**src/rtl/scc_defines.vh**
```
// Constants for the sync, clamp and coast control block.
// Assumes inclusion by bare name from the rtl files.
`ifndef SCC_DEFINES_VH
`define SCC_DEFINES_VH

// ==========================================================
// Register offsets (8-bit sub-addresses)
`define SCC_ADR_BLUE_OFS   8'h0d
`define SCC_ADR_SYNC_CTL   8'h0e
`define SCC_ADR_INPUT_CTL  8'h0f
`define SCC_ADR_STATUS     8'h14

// ==========================================================
// Reset values
`define SCC_RST_BLUE_OFS   8'h7e
`define SCC_RST_SYNC_CTL   8'h40
`define SCC_RST_INPUT_CTL  8'h4e

// ==========================================================
// sync_control field positions
`define SCC_SC_HPOL_OVR    7
`define SCC_SC_HPOL        6
`define SCC_SC_OUT_POL     5
`define SCC_SC_LSYNC_OVR   4
`define SCC_SC_LSYNC_SEL   3
`define SCC_SC_VS_NOINV    2
`define SCC_SC_FSYNC_OVR   1
`define SCC_SC_FSYNC_SEL   0

// ==========================================================
// input_control field positions
`define SCC_IC_CLAMP_EXT   7
`define SCC_IC_CLAMP_POL   6
`define SCC_IC_HOLD_SEL    5
`define SCC_IC_HOLD_OVR    4
`define SCC_IC_HOLD_POL    3
`define SCC_IC_SEEK_EN     2

// ==========================================================
// status field positions
`define SCC_ST_LINE_ACT    7
`define SCC_ST_ALS         6
`define SCC_ST_HPOL_DET    5
`define SCC_ST_FRAME_ACT   4
`define SCC_ST_AFS         3
`define SCC_ST_GREEN_ACT   1

// ==========================================================
// Serial port and timing
`define SCC_DEV_ADDR       7'h4c
`define SCC_BYTE_BITS      4'h8
`define SCC_CLK_NS         10
`define SCC_ACT_WIN_NS     1000000

`endif

```
**src/rtl/scc_top.v**
```verilog
// Sync, clamp and coast control of a graphics digitizer front end.
// Assumes all pins synchronous to clk_sys; one clk_sys cycle is one pixel period.
//
// Overview of operation
// - Blue offset is seven-bit offset binary in register bits 7 to 1, output on blue_offset.
// - Line polarity override 0 uses detected polarity; 1 uses programmed bit.
// - Input polarity 0 times from falling edge; 1 from rising edge.
// - Wrong programmed polarity keeps running but misplaces the internal clamp.
// - Output polarity bit sets hsync and green_sync outputs; 0 gives positive hsync, green_sync as received.
// - Line sync override 0 lets automatic status choose; 1 uses select bit.
// - Line select 0 is hsync, 1 green_sync; also when both active.
// - Frame sync output inverted when invert bit 0, passed when 1.
// - Frame sync override 0 lets automatic status choose; 1 uses select bit.
// - Frame select 0 routes vsync pin, 1 the sync separator output.
// - Clamp source 0 internal, placed from the selected line sync trailing edge; 1 external pin.
// - External clamp clamps all channels while its input is active.
// - Clamp polarity 1 clamps on low input; 0 clamps on high input.
// - Hold source 0 is hold_pll pin; 1 is the selected frame sync.
// - Hold polarity override 0 uses detected polarity; 1 programmed bit.
// - Hold polarity 1 holds while high; 0 holds while low.
// - Programmed hold polarity acts only while its override is set.
// - Seek bit 1 enters seek mode when no sync input is active.
// - Status reports activity on the selected line sync input.
// - Status shows green_sync or hsync feeding PLL; auto picks single active.
// - Status shows separator or vsync pin as frame sync source.
`timescale 1ns/10ps
`default_nettype none
`include "scc_defines.vh"

module scc_top
#(
    // Activity window in cycles; shorten for simulation
    parameter ACT_WIN_CYC = `SCC_ACT_WIN_NS / `SCC_CLK_NS
)
(
    // Clock and reset
    input  wire       clk_sys,
    input  wire       rst,
    // Serial register port
    input  wire       scl,
    input  wire       sda_in,
    output reg        sda_out_q,
    output wire       sda_oe,
    // Incoming sync and control pins
    input  wire       hsync_in,
    input  wire       green_sync_in,
    input  wire       vsync_in,
    input  wire       sep_vsync_in,
    input  wire       ext_clamp_in,
    input  wire       hold_pll_in,
    // Internal clamp timing settings
    input  wire [7:0] clamp_place,
    input  wire [7:0] clamp_len,
    // Datapath controls
    output reg        pll_line_sync_q,
    output reg        pll_lead_q,
    output reg        pll_hold_q,
    output reg        clamp_q,
    output reg        seek_q,
    output wire [6:0] blue_offset,
    // Sync outputs
    output reg        hsync_out_q,
    output reg        green_sync_out_q,
    output reg        vsync_out_q
);

    // ==========================================================
    // Register file
    reg  [7:0] blue_ofs_q;
    reg  [7:0] sync_ctl_q;
    reg  [7:0] input_ctl_q;

    wire [7:0] bus_addr;
    wire [7:0] wr_addr;
    wire [7:0] wr_data;
    wire       wr_stb;
    wire [7:0] rd_data;

    scc_twi u_twi
    (
        .clk_sys   (clk_sys),
        .rst       (rst),
        .scl       (scl),
        .sda_in    (sda_in),
        .sda_oe_q  (sda_oe),
        .addr_q    (bus_addr),
        .wr_addr_q (wr_addr),
        .wr_data_q (wr_data),
        .wr_stb_q  (wr_stb),
        .rd_data   (rd_data)
    );

    // Fields read out of the control registers
    wire hpol_ovr   = sync_ctl_q[`SCC_SC_HPOL_OVR];
    wire hpol_usr   = sync_ctl_q[`SCC_SC_HPOL];
    wire out_pol    = sync_ctl_q[`SCC_SC_OUT_POL];
    wire lsync_ovr  = sync_ctl_q[`SCC_SC_LSYNC_OVR];
    wire lsync_sel  = sync_ctl_q[`SCC_SC_LSYNC_SEL];
    wire vs_noinv   = sync_ctl_q[`SCC_SC_VS_NOINV];
    wire fsync_ovr  = sync_ctl_q[`SCC_SC_FSYNC_OVR];
    wire fsync_sel  = sync_ctl_q[`SCC_SC_FSYNC_SEL];
    wire clamp_ext  = input_ctl_q[`SCC_IC_CLAMP_EXT];
    wire clamp_pol  = input_ctl_q[`SCC_IC_CLAMP_POL];
    wire hold_sel   = input_ctl_q[`SCC_IC_HOLD_SEL];
    wire hold_ovr   = input_ctl_q[`SCC_IC_HOLD_OVR];
    wire hold_usr   = input_ctl_q[`SCC_IC_HOLD_POL];
    wire seek_en    = input_ctl_q[`SCC_IC_SEEK_EN];

    // Offset goes straight from its register bits to the converter
    assign blue_offset = blue_ofs_q[7:1];

    // Registers only change on the completed-byte strobe
    always @(posedge clk_sys or posedge rst)
    begin
        if (rst)
        begin
            blue_ofs_q  <= `SCC_RST_BLUE_OFS;
            sync_ctl_q  <= `SCC_RST_SYNC_CTL;
            input_ctl_q <= `SCC_RST_INPUT_CTL;
            sda_out_q   <= 1'b0;
        end
        else if (wr_stb)
        begin
            case (wr_addr)
                `SCC_ADR_BLUE_OFS:  blue_ofs_q  <= wr_data;
                `SCC_ADR_SYNC_CTL:  sync_ctl_q  <= wr_data;
                `SCC_ADR_INPUT_CTL: input_ctl_q <= wr_data;
                default:            sda_out_q   <= 1'b0;
            endcase
        end
    end

    // ==========================================================
    // Activity detection: 0 hsync, 1 green_sync, 2 vsync
    wire [2:0] act_pin = {vsync_in, green_sync_in, hsync_in};
    wire [2:0] act;
    reg  [2:0] act_prev_q;

    always @(posedge clk_sys or posedge rst)
    begin
        if (rst)
            act_prev_q <= 3'b000;
        else
            act_prev_q <= act_pin;
    end

    genvar gi;
    generate
        for (gi = 0; gi < 3; gi = gi + 1)
        begin : g_act
            reg [16:0] idle_q;
            // A level held past the window counts as no signal
            always @(posedge clk_sys or posedge rst)
            begin
                if (rst)
                    idle_q <= 17'h1ffff;
                else if (act_pin[gi] != act_prev_q[gi])
                    idle_q <= 17'h00000;
                else if (idle_q != 17'h1ffff)
                    idle_q <= idle_q + 17'h00001;
            end
            assign act[gi] = (idle_q < ACT_WIN_CYC[16:0]);
        end
    endgenerate

    // ==========================================================
    // Source selection
    reg als;
    reg afs;

    // Override forces the select bit; otherwise a single active source wins
    always @*
    begin
        if (lsync_ovr)
            als = lsync_sel;
        else if (act[0] && !act[1])
            als = 1'b0;
        else if (!act[0] && act[1])
            als = 1'b1;
        else
            als = lsync_sel;
    end

    // Frame source: vsync pin versus separator, judged by vsync and green_sync activity
    always @*
    begin
        if (fsync_ovr)
            afs = fsync_sel;
        else if (act[2] && !act[1])
            afs = 1'b0;
        else if (!act[2] && act[1])
            afs = 1'b1;
        else
            afs = fsync_sel;
    end

    wire line_raw  = als ? green_sync_in : hsync_in;
    wire frame_raw = afs ? sep_vsync_in : vsync_in;
    wire hold_raw  = hold_sel ? frame_raw : hold_pll_in;

    // ==========================================================
    // Polarity detection: 0 line sync, 1 hold; the shorter level is the pulse
    wire [1:0] pol_pin = {hold_raw, line_raw};
    wire [1:0] pol_det;

    generate
        for (gi = 0; gi < 2; gi = gi + 1)
        begin : g_pol
            reg        prev_q;
            reg [15:0] run_q;
            reg [15:0] hi_q;
            reg [15:0] lo_q;
            // Saturating run length; compare last high with last low
            always @(posedge clk_sys or posedge rst)
            begin
                if (rst)
                begin
                    prev_q <= 1'b0;
                    run_q  <= 16'h0000;
                    hi_q   <= 16'h0000;
                    lo_q   <= 16'hffff;
                end
                else
                begin
                    prev_q <= pol_pin[gi];
                    if (pol_pin[gi] != prev_q)
                    begin
                        run_q <= 16'h0000;
                        if (prev_q)
                            hi_q <= run_q;
                        else
                            lo_q <= run_q;
                    end
                    else if (run_q != 16'hffff)
                        run_q <= run_q + 16'h0001;
                end
            end
            assign pol_det[gi] = (hi_q < lo_q);
        end
    endgenerate

    // ==========================================================
    // Line sync normalised to active high for the PLL
    wire hpol     = hpol_ovr ? hpol_usr : pol_det[0];
    wire line_nrm = hpol ? line_raw : ~line_raw;
    wire lead     = line_nrm & ~pll_line_sync_q;
    // Trailing edge follows the assumed polarity, right or wrong
    wire trail    = ~line_nrm & pll_line_sync_q;

    // Hold polarity: programmed bit counts only under override
    wire hpol_hold = hold_ovr ? hold_usr : pol_det[1];
    wire hold_act  = hpol_hold ? hold_raw : ~hold_raw;

    // ==========================================================
    // Internal clamp timer, counted in pixel periods after trailing edge
    reg  [8:0] cl_cnt_q;
    reg        cl_run_q;
    wire [8:0] cl_start = {1'b0, clamp_place};
    wire [8:0] cl_end   = cl_start + {1'b0, clamp_len};
    wire       int_clamp = cl_run_q && (cl_cnt_q >= cl_start) && (cl_cnt_q < cl_end);
    // External pin, active level chosen by the polarity bit
    wire       ext_clamp = clamp_pol ? ~ext_clamp_in : ext_clamp_in;

    // A new trailing edge restarts the window, so a short line never stacks
    always @(posedge clk_sys or posedge rst)
    begin
        if (rst)
        begin
            cl_cnt_q <= 9'h000;
            cl_run_q <= 1'b0;
        end
        else if (trail)
        begin
            cl_cnt_q <= 9'h001;
            cl_run_q <= 1'b1;
        end
        else if (cl_run_q)
        begin
            cl_cnt_q <= cl_cnt_q + 9'h001;
            if (cl_cnt_q >= cl_end)
                cl_run_q <= 1'b0;
        end
    end

    // ==========================================================
    // Registered datapath outputs
    always @(posedge clk_sys or posedge rst)
    begin
        if (rst)
        begin
            pll_line_sync_q  <= 1'b0;
            pll_lead_q       <= 1'b0;
            pll_hold_q       <= 1'b0;
            clamp_q          <= 1'b0;
            seek_q           <= 1'b0;
            hsync_out_q      <= 1'b0;
            green_sync_out_q <= 1'b0;
            vsync_out_q      <= 1'b0;
        end
        else
        begin
            pll_line_sync_q  <= line_nrm;
            pll_lead_q       <= lead;
            pll_hold_q       <= hold_act;
            // One clamp flag drives all three channels
            clamp_q          <= clamp_ext ? ext_clamp : int_clamp;
            seek_q           <= seek_en & ~(|act);
            hsync_out_q      <= line_nrm ^ out_pol;
            green_sync_out_q <= green_sync_in ^ out_pol;
            vsync_out_q      <= vs_noinv ? frame_raw : ~frame_raw;
        end
    end

    // ==========================================================
    // Read-back
    function [7:0] scc_read;
        input [7:0] a;
        input [7:0] st;
        begin
            case (a)
                `SCC_ADR_BLUE_OFS:  scc_read = blue_ofs_q;
                `SCC_ADR_SYNC_CTL:  scc_read = sync_ctl_q;
                `SCC_ADR_INPUT_CTL: scc_read = input_ctl_q;
                `SCC_ADR_STATUS:    scc_read = st;
                default:            scc_read = 8'h00;
            endcase
        end
    endfunction

    reg [7:0] status;

    // Status bits live, sampled when the read byte is loaded
    always @*
    begin
        status = 8'h00;
        status[`SCC_ST_LINE_ACT]  = als ? act[1] : act[0];
        status[`SCC_ST_ALS]       = als;
        status[`SCC_ST_HPOL_DET]  = pol_det[0];
        status[`SCC_ST_FRAME_ACT] = act[2];
        status[`SCC_ST_AFS]       = afs;
        status[`SCC_ST_GREEN_ACT] = act[1];
    end

    assign rd_data = scc_read(bus_addr, status);

endmodule
`default_nettype wire

```
**src/rtl/scc_twi.v**
```verilog
// 2-wire serial register port slave: device address, sub-address,
// auto-incrementing data. Assumes scl and sda are synchronous to clk_sys.
`timescale 1ns/10ps
`default_nettype none
`include "scc_defines.vh"

module scc_twi
(
    // Clock and reset
    input  wire       clk_sys,
    input  wire       rst,
    // Serial pins
    input  wire       scl,
    input  wire       sda_in,
    output reg        sda_oe_q,
    // Register side
    output reg  [7:0] addr_q,
    output reg  [7:0] wr_addr_q,
    output reg  [7:0] wr_data_q,
    output reg        wr_stb_q,
    input  wire [7:0] rd_data
);

    // ==========================================================
    // States
    localparam [2:0] ST_IDLE = 3'd0;
    localparam [2:0] ST_DEV  = 3'd1;
    localparam [2:0] ST_SUB  = 3'd2;
    localparam [2:0] ST_WDAT = 3'd3;
    localparam [2:0] ST_RDAT = 3'd4;

    reg  [2:0] st_q;
    reg  [3:0] cnt_q;
    reg        ack_q;
    reg  [7:0] sh_q;
    reg  [7:0] tx_q;
    reg        scl_q;
    reg        sda_q;

    // Bus events from previous samples
    wire scl_rise = scl & ~scl_q;
    wire scl_fall = ~scl & scl_q;
    wire start    = scl & scl_q & sda_q & ~sda_in;
    wire stop     = scl & scl_q & ~sda_q & sda_in;

    // ==========================================================
    // Protocol engine; write strobe fires at the data byte's ack
    always @(posedge clk_sys or posedge rst)
    begin
        if (rst)
        begin
            st_q      <= ST_IDLE;
            cnt_q     <= 4'h0;
            ack_q     <= 1'b0;
            sh_q      <= 8'h00;
            tx_q      <= 8'h00;
            scl_q     <= 1'b1;
            sda_q     <= 1'b1;
            sda_oe_q  <= 1'b0;
            addr_q    <= 8'h00;
            wr_addr_q <= 8'h00;
            wr_data_q <= 8'h00;
            wr_stb_q  <= 1'b0;
        end
        else
        begin
            wr_stb_q <= 1'b0;
            scl_q    <= scl;
            sda_q    <= sda_in;
            if (start)
            begin
                st_q     <= ST_DEV;
                cnt_q    <= 4'h0;
                ack_q    <= 1'b0;
                sda_oe_q <= 1'b0;
            end
            else if (stop)
            begin
                st_q     <= ST_IDLE;
                sda_oe_q <= 1'b0;
            end
            else if (st_q != ST_IDLE && scl_rise)
            begin
                if (ack_q)
                begin
                    // Master nack ends a read burst
                    if (st_q == ST_RDAT && sda_in)
                        st_q <= ST_IDLE;
                end
                else
                begin
                    sh_q  <= {sh_q[6:0], sda_in};
                    cnt_q <= cnt_q + 4'h1;
                end
            end
            else if (st_q != ST_IDLE && scl_fall)
            begin
                if (ack_q)
                begin
                    ack_q    <= 1'b0;
                    cnt_q    <= 4'h0;
                    sda_oe_q <= 1'b0;
                    if (st_q == ST_RDAT)
                    begin
                        tx_q     <= rd_data;
                        sda_oe_q <= ~rd_data[7];
                    end
                end
                else if (cnt_q == `SCC_BYTE_BITS)
                begin
                    ack_q <= 1'b1;
                    case (st_q)
                        ST_DEV:
                        begin
                            if (sh_q[7:1] == `SCC_DEV_ADDR)
                            begin
                                sda_oe_q <= 1'b1;
                                st_q     <= sh_q[0] ? ST_RDAT : ST_SUB;
                            end
                            else
                                st_q <= ST_IDLE;
                        end
                        ST_SUB:
                        begin
                            addr_q   <= sh_q;
                            sda_oe_q <= 1'b1;
                            st_q     <= ST_WDAT;
                        end
                        ST_WDAT:
                        begin
                            wr_addr_q <= addr_q;
                            wr_data_q <= sh_q;
                            wr_stb_q  <= 1'b1;
                            addr_q    <= addr_q + 8'h01;
                            sda_oe_q  <= 1'b1;
                        end
                        ST_RDAT:
                        begin
                            sda_oe_q <= 1'b0;
                            addr_q   <= addr_q + 8'h01;
                        end
                        default:
                            st_q <= ST_IDLE;
                    endcase
                end
                else if (st_q == ST_RDAT)
                begin
                    tx_q     <= {tx_q[6:0], 1'b0};
                    sda_oe_q <= ~tx_q[6];
                end
            end
        end
    end

endmodule
`default_nettype wire

```
**config.mk**
```make
export PLATFORM = sky130hd
export DESIGN_NAME = scc_top
export DESIGN_NICKNAME = d
export VERILOG_FILES = /design/src/rtl/scc_top.v /design/src/rtl/scc_twi.v
export VERILOG_INCLUDE_DIRS = /design/src /design/src/rtl
export SDC_FILE = /design/constraint.sdc
export NUM_CORES = 1
export LEC_CHECK = 0
export BUFFER_PORTS_ARGS = -buffer_cell sky130_fd_sc_hd__buf_2
export CAP_MARGIN = 0
export CORE_MARGIN = 2
export CORE_UTILIZATION = 55
export DETAILED_ROUTE_END_ITERATION = 8
export GPL_ROUTABILITY_DRIVEN = 1
export PLACE_DENSITY = 0.72
export SLEW_MARGIN = 20
export SYNTH_ARGS = -nofsm -noshare
export SYNTH_HDL_FRONTEND = slang
export SYNTH_HIERARCHICAL = 1
export SYNTH_SLANG_ARGS = --single-unit
```
**constraint.sdc**
```tcl
create_clock -name clk_sys -period 7.3 [get_ports clk_sys]
set_input_delay 1.46 -clock clk_sys [delete_from_list [all_inputs] [get_ports clk_sys]]
set_output_delay 1.46 -clock clk_sys [all_outputs]
set_load 0.02 [all_outputs]
```
==> results.md, run 1 <==
* FF-to-FF setup slack at 3870 ps
* RSZ-0062 raised after global routing: false
* Largest fanout on the critical path at 4
* First-pass GRT wire length at 43000 microns
* Max transition margin at 0.288
* Most crowded layer after global routing: met2
* Die H at 157 microns
* Worst EP arrival at 4110 ps
* Mux cell area share after synthesis at 0.0896
* Largest net degree at the start of global routing at 131
* Die area at 24600 sq um
* Root buffer cell: clkbuf_16
* Reg-to-Reg Start: g_act[0].idle_q[8]
* Vias in the first global route at 8849
* DR DRC count at 0
* Status: finished, final reports clean
* VDD IR max at 0.136 mV
* Post_cts resized at 0
* Setup ws final at 3610 ps
* Tmin final at 3690 ps
* Post-Synthesis Cells at 1232
* TritonCTS buffer count at 27
* Post-Syn Area at 12800 sq um
* CTS tree: done
* Adder-Cell Fraction of Synth Area at 0.0708
* Total global routing overflow at 0
* Final Wtd Congestion at 0.849
* Critical path destination: clamp_q
* Gr usage total at 0.212
* Port-buffer cells at 41
* Kind of critical path: in -> reg
* Post-synth ARST share at 1.00
* CP Launch Type: primary input
* Final Power at 3220 uW
* Setup crit end kind: register
* Vias per inst at 5.62
* Postcts setup bufs at 0
* Layout Nets at 1360
* Place WS at 3070 ps
* Global Route met3 Usage at 0.0299
* Final Max Tran Viols at 0
* DR vias at 8953
* CTS H-tree lvls at 1
* Tcrit/Tclk final at 0.505
* Core area at 22800 sq um
* # rows at 55
* Clock transition at the registers of the reported paths at 60 ps
* EDFF count, synth at 0
* CTS Hold Buffers Added at 0
* Sum Neg Setup Slack at 0 ps
* Commonest non-fill, non-tap cells in the layout: 149 x dfrtp_1, 108 x nor2_1, 107 x nand2_1
* Tightest Pin Transition at 1070 ps
* Fmax achieved at 271 MHz
* R2r endpoint: g_pol[0].run_q[15]
* Met2 global-route usage at 0.353
* Worst R2R Path Depth at 12
* P&R area growth vs syn at 9.89%
* Synth warnings at 6
* Number of I/O pins at 43
* Simple-gate share of the synthesized area at 0.147
* Final hold vios at 0
* Layout cells sized above 1 at 0.224
* Sequential share of the synthesized area at 0.487
* Number of max-cap violations at 0
* Pwr dens at 228 nW/um^2
* Worst Path Required at 7720 ps
* Routed Antenna Nets at 0
* Max Root-Sink Buffers at 3
* Main combinational cell family by area after synthesis: simple AND/OR/NAND/NOR gates
* Iter 0 DRT Violations at 627
* Count of cell types in the netlist at 72
* Number of synthesized register bits at 245
* Worst skew pair latency at 520 ps
* Commonest non-fill, non-tap cell in the layout: dfrtp_1
* Setup crit start: clamp_place[0]
* Synth Area in Compound Gates at 0.105
* TritonRoute pass-1 iters at 5
* Xor and xnor area share after synthesis at 0.0613
* GR Util met1 at 0.296
* Die W at 157 microns
* Syn_nets at 1330
* DP HPWL at 17400 microns
* Setup Skew at 9.18 ps
* Initial Util at 0.563
* Lkg Pwr at 0.00616 uW
* Final wirelength at 25400 microns
* Ys flop type: dfrtp_1
* Initial antenna violation count at 1
* Setup violators final at 0
* Hold Path Class: reg -> reg
* Syn Area/Cell at 10.4 sq um
* Routed len/inst at 15.9 microns
* Clk sinks at 245
[per-stage QoR]
step	area (sq um)	util	hold WS [ps]	cells
2_1_floorplan	12800	-	459	1232
6_report	14100	0.619	487	1594
5_1_grt	14100	0.619	502	1593
3_3_place_gp	13200	0.581	476	1546
4_1_cts	14100	0.619	492	1593
3_5_place_dp	13200	0.581	483	1546
[metal layers]
metal  share of wire  vias up
met5         0.00051        -
met4           0.018        2
met1            0.47     4433
met3           0.038       37
li1                -     4355
met2            0.47      126
[worst max-delay path: stages]
cell and delay [ps]:
buf_2 110, ha_1 200, inv_1 70, fa_1 200, inv_1 50, a21oi_1 130, o21ai_0 130, a21o_1 200
a21o_1 190, a21o_1 170, a21oi_1 150, ha_1 280, nand2_1 80, nand3b_1 80, a31oi_1 160, o21ai_0 150
o31ai_1 290
[cells in the mapped netlist (5+ instances only)]
library cell  count  area share
nor4_1            8      0.0039
a22oi_1          10      0.0059
nand3_1          47       0.018
and4_1           10      0.0068
inv_1            72       0.021
mux2i_1          17       0.013
nor2_1          108       0.032
a31oi_1           7      0.0034
and2_1            5      0.0024
ha_1             71       0.069
mux2_2           87       0.076
a211oi_1          5      0.0029
o22ai_1          10      0.0049
or3_1             8      0.0039
o21a_1            5      0.0029
a21oi_1          63       0.025
nor2b_1           8      0.0039
nand2b_1          9      0.0044
xnor2_1          32       0.022
nand4_1          22       0.011
o21ai_0          71       0.028
nor3_1           19      0.0074
dfstp_2          96        0.20
buf_4             9      0.0053
clkbuf_1         29      0.0085
dfrtp_1         149        0.29
and3_1           10      0.0049
a21o_1           15      0.0088
nand2_1         107       0.031
xor2_1           56       0.038
[where the power goes]
part           total (uW)  internal, uW  switching, uW
Clock                1300           777            524
Sequential           1520          1440           76.9
Combinational         402           165            237
Total                3220          2380            838
[registers in the layout (all words and copies together) (netlist names), 2 cells and up]
| name | count |
|---|---|
| u_twi/st_q | 3 |
| u_twi/wr_addr_q | 8 |
| act_prev_q | 3 |
| g_pol.prev_q | 2 |
| u_twi/addr_q | 8 |
| g_pol.lo_q | 32 |
| sync_ctl_q | 8 |
| g_act.idle_q | 51 |
| u_twi/wr_data_q | 8 |
| u_twi/cnt_q | 4 |
| input_ctl_q | 8 |
| u_twi/sh_q | 8 |
| u_twi/tx_q | 7 |
| cl_cnt_q | 9 |
| g_pol.run_q | 32 |
| g_pol.hi_q | 32 |
| blue_ofs_q | 8 |
[worst min path at each step]
stage	from	end	slack [ps]	cells after the start
after floorplan	sync_ctl_q[2]	vsync_out_q	460	1
after global placement	g_pol[0].lo_q[7]	g_pol[0].lo_q[7]	480	2
after detailed placement	g_pol[0].lo_q[8]	g_pol[0].lo_q[8]	480	2
after CTS	g_pol[0].lo_q[8]	g_pol[0].lo_q[8]	490	2
after global routing	g_pol[0].lo_q[8]	g_pol[0].lo_q[8]	500	2
final	g_pol[0].lo_q[4]	g_pol[0].lo_q[4]	490	2
[cell families (layout without fill, tap and decap cells)]
family | after synthesis | after routing
AO/OA/AOI/OAI | 217 | 217
XOR/XNOR | 89 | 89
adder cells (fa/ha/maj) | 72 | 72
buffers and inverters | 117 | 165
flip-flops | 245 | 245
multiplexers | 104 | 104
other | 1 | 2
AND/OR/NAND/NOR | 387 | 387
[cell type report]
cell class / count / area [sq um]
clock inverters: 2 / 10.0
clock buffers: 45 / 843
diodes: 1 / 2.50
flip-flops and latches: 245 / 6250
fillers: 1861 / 8680
well taps: 313 / 392
repair buffers: 46 / 243
inverters: 72 / 279
multi-input cells: 870 / 6080
(Power assumes the default switching activity.)
==> run 2, diff against run 1 <==
clock period = 3.6 ns   (was 7.3 ns; I/O delays follow)
==> run 2 against run 1 <==
Compared with the run above: routed wire length increased by 0.71%; clock power increased by 100%; combinational power increased by 110%; first-iteration DRC count decreased by 5.6%; core utilization increased by 0.31 points; total power increased by 100%; hold slack got worse by 220 ps; sequential share of layout area decreased by 0.22 points; largest power group unchanged.
==> results.md, run 2 (synthesis gave the netlist of run 1 again) <==
* Max FFs per register at 51 (unchanged)
* Root buffer cell: clkbuf_16
* Worst hold margin at 270 ps (-217 ps)
* First-pass GRT wire length at 43800 microns (+1.8%)
* Place WS at 164 ps (-2910 ps)
* Worst Path Required at 4010 ps (-3710 ps)
* Die area at 24600 sq um (unchanged)
* Worst skew pair latency at 530 ps (about the same)
* Vias per inst at 5.56 (-1.0%)
* Fillers at 1811 (-2.7%)
* TritonCTS buffer count at 27 (unchanged)
* Max transition margin at 0.319 (+0.0302)
* TritonRoute pass-1 iters at 5 (unchanged)
* Setup crit end kind: register
* Routed len/inst at 16.0 microns (+0.33%)
* Reg-to-Reg Start: g_act[2].idle_q[9]
* CTS H-tree lvls at 1 (unchanged)
* Gr usage total at 0.216 (+0.00387)
* DR vias at 8895 (-0.65%)
* Setup violators final at 0 (unchanged)
* Die W at 157 microns (unchanged)
* Initial antenna violation count at 0 (-1)
* Clock transition at the registers of the reported paths at 60 ps (about the same)
* Largest net degree at the start of global routing at 89 (-32%)
* Core area at 22800 sq um (unchanged)
* P&R area growth vs syn at 10.4%
* Setup crit start: g_act[2].idle_q[9]
* Hold Path Class: in -> async
* Multi-input logic area at 6090 sq um (+0.12%)
* Commonest non-fill, non-tap cell in the layout: dfrtp_1
* Routed Antenna Nets at 0 (unchanged)
* Post_cts resized at 0 (unchanged)
* Final Power at 6550 uW (+100%)
* Tcrit/Tclk final at 0.861
* Lkg Pwr at 0.00619 uW (+0.59%)
* Worst EP arrival at 3510 ps (-600 ps)
* VDD IR max at 0.282 mV (+110%)
* R2r endpoint: g_pol[1].hi_q[10]
* Layout Nets at 1365 (+0.37%)
* Die H at 157 microns (unchanged)
* Top reg by flops: g_act.idle_q
* # rows at 55 (unchanged)
* Setup Skew at 16.6 ps (+7.38 ps)
* Postcts setup bufs at 0 (unchanged)
* Setup ws final at 500 ps (-3110 ps)
* DP HPWL at 17800 microns (+2.1%)
* Sum Neg Setup Slack at 0 ps (unchanged)
* Largest fanout on the critical path at 16 (+12)
* Final hold vios at 0 (unchanged)
* Port-buffer cells at 41 (unchanged)
* Vias in the first global route at 8868 (+0.21%)
* DR DRC count at 0 (unchanged)
* Pwr dens at 462 nW/um^2 (+100%)
* CP Launch Type: register
* RSZ-0062 raised after global routing: false
* Initial Util at 0.563 (unchanged)
* Fmax achieved at 323 MHz
* Register area at 6250 sq um (unchanged)
* Final wirelength at 25600 microns (+0.71%)
* CTS Hold Buffers Added at 0 (unchanged)
* Util after Layout at 0.622 (+0.00313)
* Kind of critical path: reg -> reg
* Number of I/O pins at 43 (unchanged)
* Worst R2R Path Depth at 9 (-3)
* Total global routing overflow at 0 (unchanged)
* Commonest non-fill, non-tap cells in the layout: 149 x dfrtp_1, 108 x nor2_1, 107 x nand2_1
* Critical path destination: g_pol[1].hi_q[10]
* Final Wtd Congestion at 0.810 (-4.6%)
* Status: finished, final reports clean
* Number of max-cap violations at 0 (unchanged)
* Iter 0 DRT Violations at 592 (-5.6%)
* Max Root-Sink Buffers at 3 (unchanged)
* Clk sinks at 245 (unchanged)
* Tightest Pin Transition at 1020 ps (-45.4 ps)
* Layout cells sized above 1 at 0.229 (+0.00500)
* Antenna Cells at 0 (-1)
* Final Max Tran Viols at 0 (unchanged)
* Tmin final at 3100 ps
* CTS tree: done
* FF-to-FF setup slack at 500 ps (-3370 ps)
[run 2: cell count changes in the layout (fill, tap and decap cells not counted), sizes merged]
| cell | delta |
|---|---|
| clkinv | +4 |
| buf | +5 |
| clkinvlp | +1 |
| diode | -1 |
| bufinv | +1 |
| clkbuf | -4 |
[run 2: layout make-up]
cell class	instances	share of cell area
Clock buffer	41	0.0556
Clock inverter	8	0.00512
Inverter	72	0.0194
Multi-Input combinational cell	870	0.430
Sequential cell	245	0.441
Tap cell	313	0.0276
Timing Repair Buffer	51	0.0215
[run 2: layer usage]
layer	track usage	up-vias	routed length, microns
met1	0.307	4391	12200
met4	0.0454	0	394
met5	0	-	0
li1	-	4365	-
met3	0.0294	34	798
met2	0.357	105	12200
[run 2: metrics by stage]
stage / area [sq um] / cells
final: 14200 / 1600
after global routing: 14200 / 1600
after CTS: 14200 / 1600
after detailed placement: 13300 / 1551
after global placement: 13300 / 1551
after floorplan: 12800 / 1232
[run 2: worst max-delay path, stage by stage, from the launching register on]
cell       delay [ps]
dfstp_2           570
o211ai_1          100
o21ai_0           220
buf_4             180
o2111ai_1         150
a32oi_1           200
o221a_2           230
mux2_2            200
ha_1              710
mux2_2            420
[run 2: worst min-delay path by stage]
stage	start	end	slack [ps]	cells after the start
finish	rst	g_pol[1].hi_q[15]	270	2
global route	rst	g_pol[1].hi_q[15]	300	2
CTS	rst	sync_ctl_q[7]	280	2
detailed placement	g_pol[0].lo_q[5]	g_pol[0].lo_q[5]	480	2
global placement	g_pol[0].lo_q[6]	g_pol[0].lo_q[6]	470	2
floorplan	sync_ctl_q[2]	vsync_out_q	460	1
[run 2: power breakdown]
| part | switching (uW) | total, uW | internal, uW |
|---|---|---|---|
| combinational | 488 | 829 | 341 |
| clock | 1070 | 2650 | 1580 |
| sequential | 156 | 3070 | 2920 |
| total | 1720 | 6550 | 4830 |
==> run 3, diff against run 2 <==
RECOVER_POWER = 100   (was unset)
==> run 3 against run 2 <==
Compared with the run above: clock skew rose by 5.8 ps; critical endpoint is now g_pol[0].run_q[14]; count of clock-buffer cells in the layout did not move; sequential share of layout area rose by 0.29 points; critical path depth rose by 1; maximum frequency fell by 3.0%; the flow now finishes with violations (capacitance limit, slew limit); non-clock buffer count did not move; via count fell by 0.38%; sequential power barely moved; sequential cell count did not move; critical path type unchanged.
==> results.md, run 3 (synthesis gave the netlist of run 1 again) <==
* Routed Antenna Nets at 0 (unchanged)
* Sum Neg Setup Slack at 0 ps (unchanged)
* Routed len/inst at 15.9 microns (-0.22%)
* Register area at 6250 sq um (unchanged)
* Setup Skew at 22.3 ps (+5.77 ps)
* Status: finished, violations left
* Largest fanout on the critical path at 13 (-3)
* Worst R2R Path Depth at 10 (+1)
* TritonCTS buffer count at 27 (unchanged)
* Final hold vios at 0 (unchanged)
* Failing checks: capacitance limit, slew limit
* Tmin final at 3190 ps (+94.8 ps)
* Commonest non-fill, non-tap cell in the layout: dfrtp_1
* Root buffer cell: clkbuf_16
* Die W at 157 microns (unchanged)
* Commonest non-fill, non-tap cells in the layout: 149 x dfrtp_1, 109 x nor2_1, 108 x nand2_1
* CTS H-tree lvls at 1 (unchanged)
* DR DRC count at 0 (unchanged)
* Kind of critical path: reg -> reg
* Gr usage total at 0.216 (unchanged)
* Tightest Pin Transition at 2240 ps (+1220 ps)
* DP HPWL at 17800 microns (unchanged)
* P&R area growth vs syn at 9.73%
* Final wirelength at 25500 microns (-0.22%)
* Fmax achieved at 313 MHz (-3.0%)
* Number of I/O pins at 43 (unchanged)
* Pwr dens at 464 nW/um^2 (+0.38%)
* Cell count after placement at 1551 (unchanged)
* Max FFs per register at 51 (unchanged)
* Initial antenna violation count at 0 (unchanged)
* Post_cts resized at 0 (unchanged)
* Non-Filler Instances at 1600 (unchanged)
* Port-buffer cells at 41 (unchanged)
* Layout cells sized above 1 at 0.198 (-0.0311)
* GR Util met1 at 0.307 (unchanged)
* RSZ-0062 raised after global routing: false
* Tcrit/Tclk final at 0.887 (+0.0263)
* Vias in the first global route at 8868 (unchanged)
* Clock transition at the registers of the reported paths at 60 ps (about the same)
* VDD IR max at 0.283 mV (+0.49%)
* Worst EP arrival at 3580 ps (+70 ps)
* Met2 global-route usage at 0.357 (unchanged)
* CTS Hold Buffers Added at 0 (unchanged)
* # rows at 55 (unchanged)
* WHS Path Cells at 1
* Most crowded layer after global routing: met2
* Largest net degree at the start of global routing at 89 (unchanged)
* Global Route met3 Usage at 0.0294 (unchanged)
* Util after Layout at 0.618 (-0.00401)
* Fillers at 1834 (+1.3%)
* Worst Path Required at 3980 ps (-30 ps)
* Setup violators final at 0 (unchanged)
* Max transition margin at -0.500 (-0.818)
* Multi-input logic area at 6050 sq um (-0.53%)
* Setup crit end kind: register
* Total global routing overflow at 0 (unchanged)
* Postcts setup bufs at 0 (unchanged)
* Initial Util at 0.563 (unchanged)
* Iter 0 DRT Violations at 569 (-3.9%)
* Core area at 22800 sq um (unchanged)
* Number of max-cap violations at 2 (+2)
* First-pass GRT wire length at 43800 microns (unchanged)
* Max Root-Sink Buffers at 3 (unchanged)
* Final Max Tran Viols at 137 (+137)
* Final Wtd Congestion at 0.810 (unchanged)
* Clk sinks at 245 (unchanged)
* Layout Nets at 1365 (unchanged)
* Die H at 157 microns (unchanged)
* Hold Path Class: in -> reg
* Lkg Pwr at 0.00609 uW (-1.6%)
* Top reg by flops: g_act.idle_q
* TritonRoute pass-1 iters at 4 (-1)
* Vias per inst at 5.54 (-0.38%)
* CTS tree: done
* Die area at 24600 sq um (unchanged)
* DR vias at 8861 (-0.38%)
* Worst skew pair latency at 540 ps (about the same)
* CP Launch Type: register
* Antenna Cells at 0 (unchanged)
-- run 3: cell count changes in the layout (fill, tap and decap cells not counted), moves of 2 or more --
| cell | change |
|---|---|
| and2_0 | +2 |
| buf_2 | -23 |
| buf_4 | -4 |
| clkbuf_1 | +25 |
| clkbuf_2 | +3 |
| clkinvlp_2 | +2 |
| dfstp_1 | +7 |
| dfstp_2 | -7 |
-- run 3: final cells by class --
class,count,area share
Multi-Input combinational cell,870,0.430
Clock inverter,8,0.00515
Inverter,72,0.0194
Timing Repair Buffer,51,0.0177
Sequential cell,245,0.444
Tap cell,313,0.0278
Clock buffer,41,0.0560
-- run 3: report_power, final --
part	internal, uW	switching, uW	total, uW	leakage [uW]
Combinational	327	488	815	0.00266
Clock	1580	1070	2650	0.000428
Sequential	2920	156	3070	0.00301
Total	4820	1720	6530	0.00609
-- run 3: worst paths after layout --
check	startpoint	to	slack, ps
worst max-delay path	g_act[1].idle_q[7]	g_pol[0].run_q[14]	410
worst min-delay path	scl	u_twi/scl_q	370
worst max register to register	g_act[1].idle_q[7]	g_pol[0].run_q[14]	410
worst min register to register	g_pol[0].lo_q[5]	g_pol[0].lo_q[5]	490
max in group asynchronous	rst	g_pol[1].run_q[14]	700
min in group asynchronous	rst	g_pol[1].hi_q[15]	420
-- run 3: worst max-delay path, stage by stage (launching register included) --
cell and delay, ps:
dfstp_1 610, o211ai_1 120, o21a_1 290, o2111a_1 290
a22o_1 210, a211oi_4 340, inv_1 110, ha_1 370
inv_1 100, clkbuf_1 480, nor3_1 130
-- run 3: per-layer routing --
| layer | part of all wire | up-vias |
|---|---|---|
| met5 | 0 | - |
| met4 | 0.013 | 0 |
| met3 | 0.038 | 30 |
| met2 | 0.48 | 107 |
| met1 | 0.47 | 4351 |
| li1 | - | 4373 |
-- run 3: through the flow --
stage	setup WS, ps	total power [uW]	hold WS (ps)	instance area [sq um]
CTS	487	6620	283	14200
global route	98.9	6840	375	14100
finish	405	6530	373	14100
global placement	306	3910	475	13300
floorplan	452	3700	459	12800
detailed placement	164	3950	483	13300
